### config.mk
export PLATFORM = sky130hd
export DESIGN_NAME = led_monitor_fault_status
export DESIGN_NICKNAME = d
export VERILOG_FILES = /design/src/inc/fault_mon_pkg.sv /design/src/logic/channel_fault_detect.sv /design/src/logic/led_monitor_fault_status.sv /design/src/logic/sticky_flag.sv
export SDC_FILE = /design/constraint.sdc
export NUM_CORES = 1
export LEC_CHECK = 0
export BUFFER_PORTS_ARGS = -buffer_cell sky130_fd_sc_hd__buf_2
export CORE_MARGIN = 1.5
export CORE_UTILIZATION = 50
export DETAILED_ROUTE_END_ITERATION = 7
export MAX_ROUTING_LAYER = met4
export PLACE_DENSITY = 0.77
export SKIP_CTS_REPAIR_TIMING = 1
export SKIP_LAST_GASP = 1
export SLEW_MARGIN = 20
export SYNTH_ARGS = -nofsm -noshare
export SYNTH_HDL_FRONTEND = slang
export SYNTH_HIERARCHICAL = 1
export SYNTH_SLANG_ARGS = --single-unit
### constraint.sdc
create_clock -name clk_i -period 2.4 [get_ports clk_i]
set_input_delay 0 -clock clk_i [delete_from_list [all_inputs] [get_ports clk_i]]
set_output_delay 0 -clock clk_i [all_outputs]
set_load 0.1 [all_outputs]
### src/inc/fault_mon_pkg.sv
// package for the led monitor and fault status register group
// shared offsets, field positions, reset values and carrier structs
package fault_mon_pkg;

    // register offsets on the serial register port
    localparam logic [7:0] OFS_LED_CURRENT_CH2 = 8'h0D;
    localparam logic [7:0] OFS_DIE_TEMPERATURE = 8'h0E;
    localparam logic [7:0] OFS_FAULT_STATUS = 8'h0F;

    localparam int RESULT_W = 8;
    localparam int SETTING_W = 7;
    localparam int STATUS_W = 10;
    localparam int SUMMARY_W = 4;

    // field positions inside the fault status word
    localparam int BIT_OVERHEAT_SHUTDOWN = 9;
    localparam int BIT_OVERHEAT_WARNING = 8;
    localparam int BIT_CH1_BASE = 4;
    localparam int BIT_CH2_BASE = 0;
    localparam int OFS_OVERVOLTAGE = 3;
    localparam int OFS_OVERCURRENT = 2;
    localparam int OFS_SHORT = 1;
    localparam int OFS_OPEN = 0;

    // summary bit positions
    localparam int SUM_OVERVOLTAGE = 3;
    localparam int SUM_OVERCURRENT = 2;
    localparam int SUM_STRING = 1;
    localparam int SUM_THERMAL = 0;

    // reset values
    localparam logic [7:0] RESULT_RESET = 8'h00;
    localparam logic [9:0] STATUS_RESET = 10'h000;

    // detection constants
    localparam logic [7:0] FULL_SCALE_CODE = 8'hFF;
    localparam logic [6:0] CHECK_ENABLE_MIN = 7'h21;
    localparam logic [7:0] WARN_THRESHOLD_DEFAULT = 8'hC8;

    // per channel measurement bundle
    typedef struct packed {
        logic [7:0] voltage_code;
        logic [7:0] current_code;
        logic [6:0] current_setting;
        logic [7:0] short_threshold;
    } channel_meas_type;

    // per channel fault conditions, order: ov, oc, short, open
    typedef struct packed {
        logic overvoltage;
        logic overcurrent;
        logic short_string;
        logic open_string;
    } channel_fault_type;

endpackage : fault_mon_pkg

### src/logic/channel_fault_detect.sv
// combinational fault condition detector for one led channel
// assumes results are stable while the store strobe is high
`timescale 1ns/1ps
module channel_fault_detect (
    input wire fault_mon_pkg::channel_meas_type meas_i,
    output fault_mon_pkg::channel_fault_type cond_o
);
    import fault_mon_pkg::*;

    wire check_enable;
    wire [9:0] current_x4;
    wire [9:0] setting_x5;
    wire [9:0] setting_x3;

    // low settings leave no margin, so the current and short comparisons are skipped
    assign check_enable = (meas_i.current_setting >= CHECK_ENABLE_MIN);
    // scale both sides by four to compare against 1.25 and 0.75 exactly
    assign current_x4 = {meas_i.current_code, 2'b00};
    assign setting_x5 = {1'b0, meas_i.current_setting, 2'b00} + {3'b000, meas_i.current_setting};
    assign setting_x3 = {2'b00, meas_i.current_setting, 1'b0} + {3'b000, meas_i.current_setting};

    wire cond_ov;
    wire cond_oc;
    wire cond_short;
    wire cond_open;

    // conditions only; latching lives in the status register
    assign cond_ov = (meas_i.voltage_code == FULL_SCALE_CODE);
    assign cond_oc = check_enable && (current_x4 > setting_x5);
    assign cond_short = check_enable && (meas_i.voltage_code < meas_i.short_threshold);
    assign cond_open = check_enable && (current_x4 < setting_x3);
    // one driver for the whole struct, some tools refuse per member assigns
    assign cond_o = {cond_ov, cond_oc, cond_short, cond_open};

endmodule : channel_fault_detect

### src/logic/led_monitor_fault_status.sv
// led monitor and fault status register group, device side
// assumes a register port from the serial front end and result strobes from the adc sequencer
`timescale 1ns/1ps
module led_monitor_fault_status #(
    parameter logic [7:0] WARN_THRESHOLD = fault_mon_pkg::WARN_THRESHOLD_DEFAULT
) (
    input wire logic clk_i,
    input wire logic rst_i,
    input wire logic [7:0] reg_addr_i,
    input wire logic reg_read_i,
    output logic [9:0] reg_rdata_o,
    output logic reg_rvalid_o,
    input wire logic ch1_store_i,
    input wire logic [7:0] output_voltage_code_ch1_i,
    input wire logic [7:0] current_code_ch1_i,
    input wire logic [6:0] current_setting_ch1_i,
    input wire logic [7:0] short_threshold_ch1_i,
    input wire logic ch2_store_i,
    input wire logic [7:0] output_voltage_code_ch2_i,
    input wire logic [7:0] current_code_ch2_i,
    input wire logic [6:0] current_setting_ch2_i,
    input wire logic [7:0] short_threshold_ch2_i,
    input wire logic temp_store_i,
    input wire logic [7:0] temp_code_i,
    input wire logic overtemp_pin_i,
    input wire logic channel_select_setting_i,
    input wire logic status_alternate_select_i,
    output logic [3:0] summary_fault_bits_o,
    output logic summary_valid_o
);
    import fault_mon_pkg::*;

    ////////////////////////////////////////////////////////////////////////////
    // result registers

    logic [7:0] led_current_register_ch2_q;
    logic [7:0] die_temperature_result_q;

    // results are captured as the sequencer stores them
    always_ff @(posedge clk_i) begin
        if (rst_i) begin
            led_current_register_ch2_q <= RESULT_RESET;
            die_temperature_result_q <= RESULT_RESET;
        end else begin
            if (ch2_store_i) begin
                led_current_register_ch2_q <= current_code_ch2_i;
            end
            if (temp_store_i) begin
                die_temperature_result_q <= temp_code_i;
            end
        end
    end

    ////////////////////////////////////////////////////////////////////////////
    // supervisor pin synchroniser, three stages, change counts when last two agree

    logic [2:0] overtemp_sync_q;
    logic overtemp_level_q;

    always_ff @(posedge clk_i) begin
        if (rst_i) begin
            overtemp_sync_q <= 3'b000;
            overtemp_level_q <= 1'b0;
        end else begin
            overtemp_sync_q <= {overtemp_sync_q[1:0], overtemp_pin_i};
            if (overtemp_sync_q[1] == overtemp_sync_q[2]) begin
                overtemp_level_q <= overtemp_sync_q[2];
            end
        end
    end

    ////////////////////////////////////////////////////////////////////////////
    // condition detection

    channel_meas_type meas_ch1;
    channel_meas_type meas_ch2;
    channel_fault_type cond_ch1;
    channel_fault_type cond_ch2;

    assign meas_ch1 = '{output_voltage_code_ch1_i, current_code_ch1_i,
                        current_setting_ch1_i, short_threshold_ch1_i};
    assign meas_ch2 = '{output_voltage_code_ch2_i, current_code_ch2_i,
                        current_setting_ch2_i, short_threshold_ch2_i};

    channel_fault_detect u_detect_ch1 (
        .meas_i(meas_ch1),
        .cond_o(cond_ch1)
    );

    channel_fault_detect u_detect_ch2 (
        .meas_i(meas_ch2),
        .cond_o(cond_ch2)
    );

    ////////////////////////////////////////////////////////////////////////////
    // fault status word: per bit condition, evaluation strobe and read clear

    wire [9:0] cond_vec;
    wire [9:0] eval_vec;
    wire [9:0] fault_status_word;
    wire status_read;
    wire warn_cond;

    // shutdown follows the analog supervisor only, sampled every cycle
    assign warn_cond = (temp_code_i > WARN_THRESHOLD);
    assign cond_vec = {overtemp_level_q, warn_cond, cond_ch1, cond_ch2};
    assign eval_vec = {1'b1, temp_store_i, {4{ch1_store_i}}, {4{ch2_store_i}}};
    assign status_read = reg_read_i && (reg_addr_i == OFS_FAULT_STATUS);

    // no shutdown path exists here; overcurrent is only reported
    genvar gi;
    generate
        for (gi = 0; gi < STATUS_W; gi++) begin : g_flag
            sticky_flag u_flag (
                .clk_i(clk_i),
                .rst_i(rst_i),
                .eval_i(eval_vec[gi]),
                .cond_i(cond_vec[gi]),
                .clear_i(status_read),
                .flag_o(fault_status_word[gi])
            );
        end
    endgenerate

    ////////////////////////////////////////////////////////////////////////////
    // summary bits

    wire [3:0] summary_d;
    wire summary_enable;

    assign summary_d[SUM_OVERVOLTAGE] = fault_status_word[BIT_CH1_BASE + OFS_OVERVOLTAGE]
                                      | fault_status_word[BIT_CH2_BASE + OFS_OVERVOLTAGE];
    assign summary_d[SUM_OVERCURRENT] = fault_status_word[BIT_CH1_BASE + OFS_OVERCURRENT]
                                      | fault_status_word[BIT_CH2_BASE + OFS_OVERCURRENT];
    assign summary_d[SUM_STRING] = fault_status_word[BIT_CH1_BASE + OFS_SHORT]
                                 | fault_status_word[BIT_CH2_BASE + OFS_SHORT]
                                 | fault_status_word[BIT_CH1_BASE + OFS_OPEN]
                                 | fault_status_word[BIT_CH2_BASE + OFS_OPEN];
    assign summary_d[SUM_THERMAL] = fault_status_word[BIT_OVERHEAT_SHUTDOWN]
                                  | fault_status_word[BIT_OVERHEAT_WARNING];
    assign summary_enable = !channel_select_setting_i || status_alternate_select_i;

    // registered summary, one cycle behind the flags
    always_ff @(posedge clk_i) begin
        if (rst_i) begin
            summary_fault_bits_o <= 4'h0;
            summary_valid_o <= 1'b0;
        end else begin
            summary_fault_bits_o <= summary_enable ? summary_d : 4'h0;
            summary_valid_o <= summary_enable;
        end
    end

    ////////////////////////////////////////////////////////////////////////////
    // read port, answers one cycle after the read strobe

    logic [9:0] rdata_mux;

    // unmapped offsets read as zero so the front end never sees stale data
    always_comb begin
        rdata_mux = 10'h000;
        unique case (reg_addr_i)
            OFS_LED_CURRENT_CH2: rdata_mux = {2'b00, led_current_register_ch2_q};
            OFS_DIE_TEMPERATURE: rdata_mux = {2'b00, die_temperature_result_q};
            OFS_FAULT_STATUS: rdata_mux = fault_status_word;
            default: rdata_mux = 10'h000;
        endcase
    end

    always_ff @(posedge clk_i) begin
        if (rst_i) begin
            reg_rdata_o <= STATUS_RESET;
            reg_rvalid_o <= 1'b0;
        end else begin
            reg_rvalid_o <= reg_read_i;
            if (reg_read_i) begin
                reg_rdata_o <= rdata_mux;
            end
        end
    end
endmodule : led_monitor_fault_status

### src/logic/sticky_flag.sv
// one latched fault flag, cleared on read when the condition is gone
// assumes cond_i is only meaningful when eval_i pulses
`timescale 1ns/1ps
module sticky_flag (
    input wire logic clk_i,
    input wire logic rst_i,
    input wire logic eval_i,
    input wire logic cond_i,
    input wire logic clear_i,
    output logic flag_o
);
    logic flag_d;
    logic flag_q;
    logic cond_q;
    wire set_now;
    wire clear_ok;

    // set wins over a read in the same cycle
    assign set_now = eval_i && cond_i;
    // a read leaves the flag while the last seen condition persists
    assign clear_ok = clear_i && !cond_q;
    assign flag_d = set_now ? 1'b1 : (clear_ok ? 1'b0 : flag_q);
    assign flag_o = flag_q;

    // flag and the last evaluated condition level
    always_ff @(posedge clk_i) begin
        if (rst_i) begin
            flag_q <= 1'b0;
            cond_q <= 1'b0;
        end else begin
            flag_q <= flag_d;
            if (eval_i) begin
                cond_q <= cond_i;
            end
        end
    end

endmodule : sticky_flag
# [Word-level counts from Yosys, hierarchy flattened]
# Index checks and enable logic that the tools add are counted.
[totals] in_bits=87 output_inout_bits=16 word_cells=124 reg_bits=56
[classes] bitwise_logic=7 muxes=21 n_reduce_logical=49 magnitude_cmp=9 add_sub_neg=4 n_eq_ne=6
[op_table] cell="10-bit case mux with 3 select lines" count=1
[op_table] cell="1-bit logical AND" count=26
[op_table] cell="8-bit by 4-bit equality test with 1-bit output (second input constant)" count=3
[op_table] cell="9-bit by 7-bit adder with 10-bit output" count=2
[op_table] cell="10-bit greater-than comparator" count=2
[op_table] cell="10-bit less-than comparator" count=2
[op_table] cell="1-bit 2-to-1 mux" count=20
[op_table] cell="2-bit nonzero test" count=10
[op_table] cell="8-bit by 7-bit adder with 9-bit output" count=2
[op_table] cell="8-bit equality test (second input constant)" count=2
[op_table] cell="8-bit less-than comparator" count=2
[op_table] cell="7-bit by 6-bit greater-or-equal comparator with 1-bit output (second input constant)" count=2
[op_table] cell="1-bit logical NOT" count=11
[op_table] cell="8-bit greater-than comparator (second input constant)" count=1
[op_table] cell="1-bit OR" count=6
[op_table] cell="2-bit OR reduction" count=1
[op_table] cell="1-bit equality test" count=1
[op_table] cell="1-bit logical OR" count=1
[op_table] cell="1-bit NOT" count=1

# [Depth between registers and ports, before layout]
[depth] ltp_word=5 mapped_depth=14 ltp_nobuf=13

# [Cells and area by module]
# The synthesis kept the hierarchy.
[modules_own_cells] mod="led_monitor_fault_status" cells_per_inst=148 seq_area_each_um2=720.7 instances=1 area_each_um2=1539.0
[modules_own_cells] mod="channel_fault_detect at u_detect_ch2" cells_per_inst=148 seq_area_each_um2=0.0 instances=1 area_each_um2=1179.9
[modules_own_cells] mod="channel_fault_detect at u_detect_ch1" cells_per_inst=147 seq_area_each_um2=0.0 instances=1 area_each_um2=1169.9
[modules_own_cells] mod="sticky_flag" cells_per_inst=8 seq_area_each_um2=40.0 instances=10 area_each_um2=73.8

# [Least setup slack after synthesis]
# OpenSTA, ideal clock, no wires.
[synth_path] path_type="in2reg" start="in current_setting_ch2_i[1]" end="reg g_flag[0].u_flag.flag_q" stages=12 setup_ns=0.075 n_path_buf=1 required_time_ns=2.325 setup_slack_ns=-0.041 arrival_ns=2.366 path_cell_list="and2_1 fa_1 a21o_2 a311oi_1 o21bai_1 xnor2_1 ha_1 a21o_1 a2111oi_0 buf_4 nand2_1 o22ai_1"
[synth_via] elab_chain_len=5 word_cells_on_any_way=7 classes_between="1 x add/sub; 2 x order compare; 1 x mux; 3 x reduce/logical"
[synth_rtl] item="start, declared" line="led_monitor_fault_status.sv:21" text="input wire logic [6:0] current_setting_ch2_i,"
[synth_rtl] item="8-bit by 7-bit adder with 9-bit output" line="channel_fault_detect.sv:20" text="assign setting_x3 = {2'b00, meas_i.current_setting, 1'b0} + {3'b000, meas_i.current_setting};"
[synth_rtl] item="10-bit less-than comparator" line="channel_fault_detect.sv:31" text="assign cond_open = check_enable && (current_x4 < setting_x3);"
[synth_rtl] item="1-bit logical AND (*)" line="channel_fault_detect.sv:31"
[synth_rtl] item="net u_detect_ch2.cond_open" line="channel_fault_detect.sv:25" text="wire cond_open;"
[synth_rtl] item="1-bit logical AND (*)" line="sticky_flag.sv:19" text="assign set_now = eval_i && cond_i;"
[synth_rtl] item="1-bit 2-to-1 mux or 2-bit nonzero test (tied branches)"
[synth_rtl] item="end signal, assigned" line="sticky_flag.sv:31" text="flag_q <= flag_d;"
[synth_rtl] item="end, declared" line="sticky_flag.sv:13" text="logic flag_q;"
# Mark *: on every way through the listed nets, which the timed path passes. The rest lies on a longest branch.
# A chain may end at the register's enable or synchronous reset.

==> impl_metrics.tcl <==
set metrics [dict create \
    status "finished with violations" \
    violations "hold timing" \
    root_buffer "clkbuf_8" \
    nets 830 \
    synth-edff-count 0 \
    ys_seq_area_frac 0.242 \
    grt_overflow_total 0 \
    die_x_um 99.2 \
    drv_cap 0 \
    synth_seq_cells 56 \
    vdd.ir_drop.worst_mv 0.257 \
    timing.rr.end "reg_rdata_o[7]" \
    synth_most_common_cell "ha_1" \
    drtIter0Drc 151 \
    clk_path_buf_depth 2 \
    drc 0 \
    die_y_um 99.2 \
    drt-total-wl_mm 11.1 \
    drive_above_1_share 0.268 \
    powerDensity_nw_per_um2 472 \
    wl_per_cell_um 14.4 \
    yosys.area.top_type "dfxtp_1" \
    dr.pass1.iters 4 \
    dp_slack_ns -0.229 \
    start_kind "input pin" \
    worstHoldStart "temp_code_i[5]" \
    fin_util 0.648 \
    whs_ns -0.0564 \
    timing.rr.start "g_flag[7].u_flag/flag_o" \
    critPathRequiredTime_ns 2.65 \
    vias 4215 \
    htreeDepth 2 \
    rsz0062_at_grt "no" \
    end_kind "flip-flop" \
    worstHoldPathType "input pin to flip-flop" \
    post-route-period-util 0.974 \
    sequentialPowerShare 0.368 \
    ant_nets 0 \
    p_comb_frac 0.326 \
    cts.sinks 56 \
    path_cells "buf_2 -> and2_1 -> fa_2 -> a21o_2 -> a311oi_2 -> o21bai_1 -> xnor2_1 -> ha_1 -> a21o_1 -> a2111oi_2 -> nand2_1 -> o22ai_1" \
    clk_latency_ns 0.32 \
    cts_tree "built" \
    holdPathEnd "die_temperature_result_q[5]" \
    slew_violations 0 \
    async_flop_share 0 \
    synth_ff_type "dfxtp_1" \
    rr_worst_depth 3 \
    diodes 0 \
    tightest_slew_ns 0.680 \
    r2r_slack_ns 1.31 \
    fin_ws_ns 0.0633 \
    yosys_warnings 6 \
    initial_core_util 0.523 \
    path_delay_family "compound AO/OA/AOI/OAI gates" \
    grt_pass1_wl_mm 18.7 \
    critPathMaxFanout 5 \
    syn_area_sq_um 4630 \
    nFillCells 749 \
    switchingPower_mw 0.807 \
    grtUsageTotal 0.236 \
    gp_congestion 0.892 \
    via_per_inst 5.49 \
    syn2layout_area_growth_pct 24.0 \
    grt_max_degree 34 \
    switching_share 0.298 \
    hold_path_depth 3 \
    synth_top_area_share 0.242 \
    fin_crit_ns 2.34 \
    p_int_mw 1.90 \
    cp_slowest_cell "a2111oi_2" \
    final-hold-violation-count 4 \
    die_area_sq_um 9840 \
    syn_avg_cell_area_sq_um 8.85 \
    rows 34 \
    clkPwrFrac 0.306 \
    p_leak_nw 2.81 \
    crit_arrival_ns 2.59 \
    antenna_found_initial 0 \
    grt_pass1_vias 4246 \
    setup_viol 0 \
    core_area_sq_um 8850 \
    hpwlAfterDp_mm 8.83 \
    cts_buffers 5 \
    io_pins 103 \
    finClkSkew_ns 0.00379 \
    max-slew-margin-rel 0.546 \
    port_buffers 102 \
    clkTransAtPathRegs_ns 0.10 \
    synth_cells 523 \
    tns_ns 0 \
    synth_common_cells "80 x ha_1, 56 x dfxtp_1, 41 x inv_1" \
    path_buf_inv 1 \
    cp_slowest_stage_delay_ns 0.38 \
    synth_cell_types 57 \
    ys_top_cells_by_area "dfxtp_1 24%, ha_1 22%, a21oi_1 3.9%" \
    finalPower_mw 2.71 \
    path_class "input pin to flip-flop" \
    fmax_mhz 428 \
]
metrics by stage:
| step | area (sq um) | hold slack [ns] | instances |
|---|---|---|---|
| finish | 5740 | -0.0564 | 768 |
| global route | 5740 | 0.00244 | 768 |
| CTS | 5610 | -0.108 | 760 |
| detailed placement | 5450 | 0.220 | 752 |
| global placement | 5450 | 0.222 | 752 |
| floorplan | 4640 | 0.0691 | 524 |
area by class of cell:
cell class | count | area [sq um] | share of cell area
Clock buffer | 5 | 68.8 | 0.0120
Clock inverter | 3 | 90.1 | 0.0157
Inverter | 41 | 154 | 0.0268
Multi-Input combinational cell | 409 | 3290 | 0.574
Sequential cell | 56 | 1120 | 0.195
Tap cell | 108 | 135 | 0.0236
Timing Repair Buffer | 146 | 873 | 0.152
flip-flops by register name, summed over array words and instances, names as in the netlist, 3 cells and up:
register,flops
g_flag.u_flag/cond_q,10
g_flag.u_flag/flag_o,10
led_current_register_ch2_q,8
die_temperature_result_q,8
summary_fault_bits_o,4
overtemp_sync_q,3
reg_rdata_o,10
cell usage in the layout (no fill, tap or decap), types with 15 or more instances in the layout:
cell type	count
a21oi_1	35
ha_1	77
mux2i_1	16
dfxtp_1	56
buf_2	102
o21ai_0	15
inv_1	40
nand2b_1	24
nand2_1	20
buf_4	35
nor2b_1	25
nor2_1	37
cell families (layout without fill, tap and decap cells):
kind of cell / count (synthesis) / after routing / synth area share
AND/OR/NAND/NOR: 148 / 148 / 0.177
AO/OA/AOI/OAI: 133 / 133 / 0.194
adder cells (fa/ha/maj): 84 / 84 / 0.234
buffers and inverters: 59 / 195 / 0.0590
flip-flops: 56 / 56 / 0.242
multiplexers: 24 / 24 / 0.0598
XOR/XNOR: 18 / 18 / 0.0341
other: 1 / 2 / 0.000810
worst max-delay path by stage:
stage	from	endpoint	slack [ns]	cells past startpoint
floorplan	current_setting_ch1_i[1]	g_flag[4].u_flag/flag_o	0.008	14
global placement	current_setting_ch2_i[2]	g_flag[0].u_flag/flag_o	-0.12	13
detailed placement	current_setting_ch2_i[2]	g_flag[0].u_flag/flag_o	-0.23	13
CTS	current_setting_ch2_i[2]	g_flag[0].u_flag/flag_o	0.08	13
global route	current_setting_ch1_i[1]	g_flag[4].u_flag/flag_o	0.008	14
finish	current_setting_ch2_i[1]	g_flag[0].u_flag/flag_o	0.06	12
per-layer routing:
metal	up-vias	routed length, um	share of wire	GRT usage
li1	2146	-	-	-
met4	0	258	0.023	0.0672
met3	22	501	0.045	0.0309
met1	1918	4990	0.45	0.279
met5	-	0	0	-
met2	129	5310	0.48	0.420
worst reg2reg max path, cell delays in order (launching register included):
cell	delay, ns
dfxtp_1	0.36
mux2_4	0.28
a221oi_2	0.26
nor3_1	0.07
power by group through the flow:
stage	combinational, mW	clock (mW)	sequential, mW
2_1_floorplan	0.524	0	1.05
3_3_place_gp	0.812	0	1.02
3_5_place_dp	0.852	0	1.02
4_1_cts	0.856	0.833	0.996
5_1_grt	0.991	0.878	1.00
6_report	0.884	0.830	0.996
(Power assumes the default switching activity.)
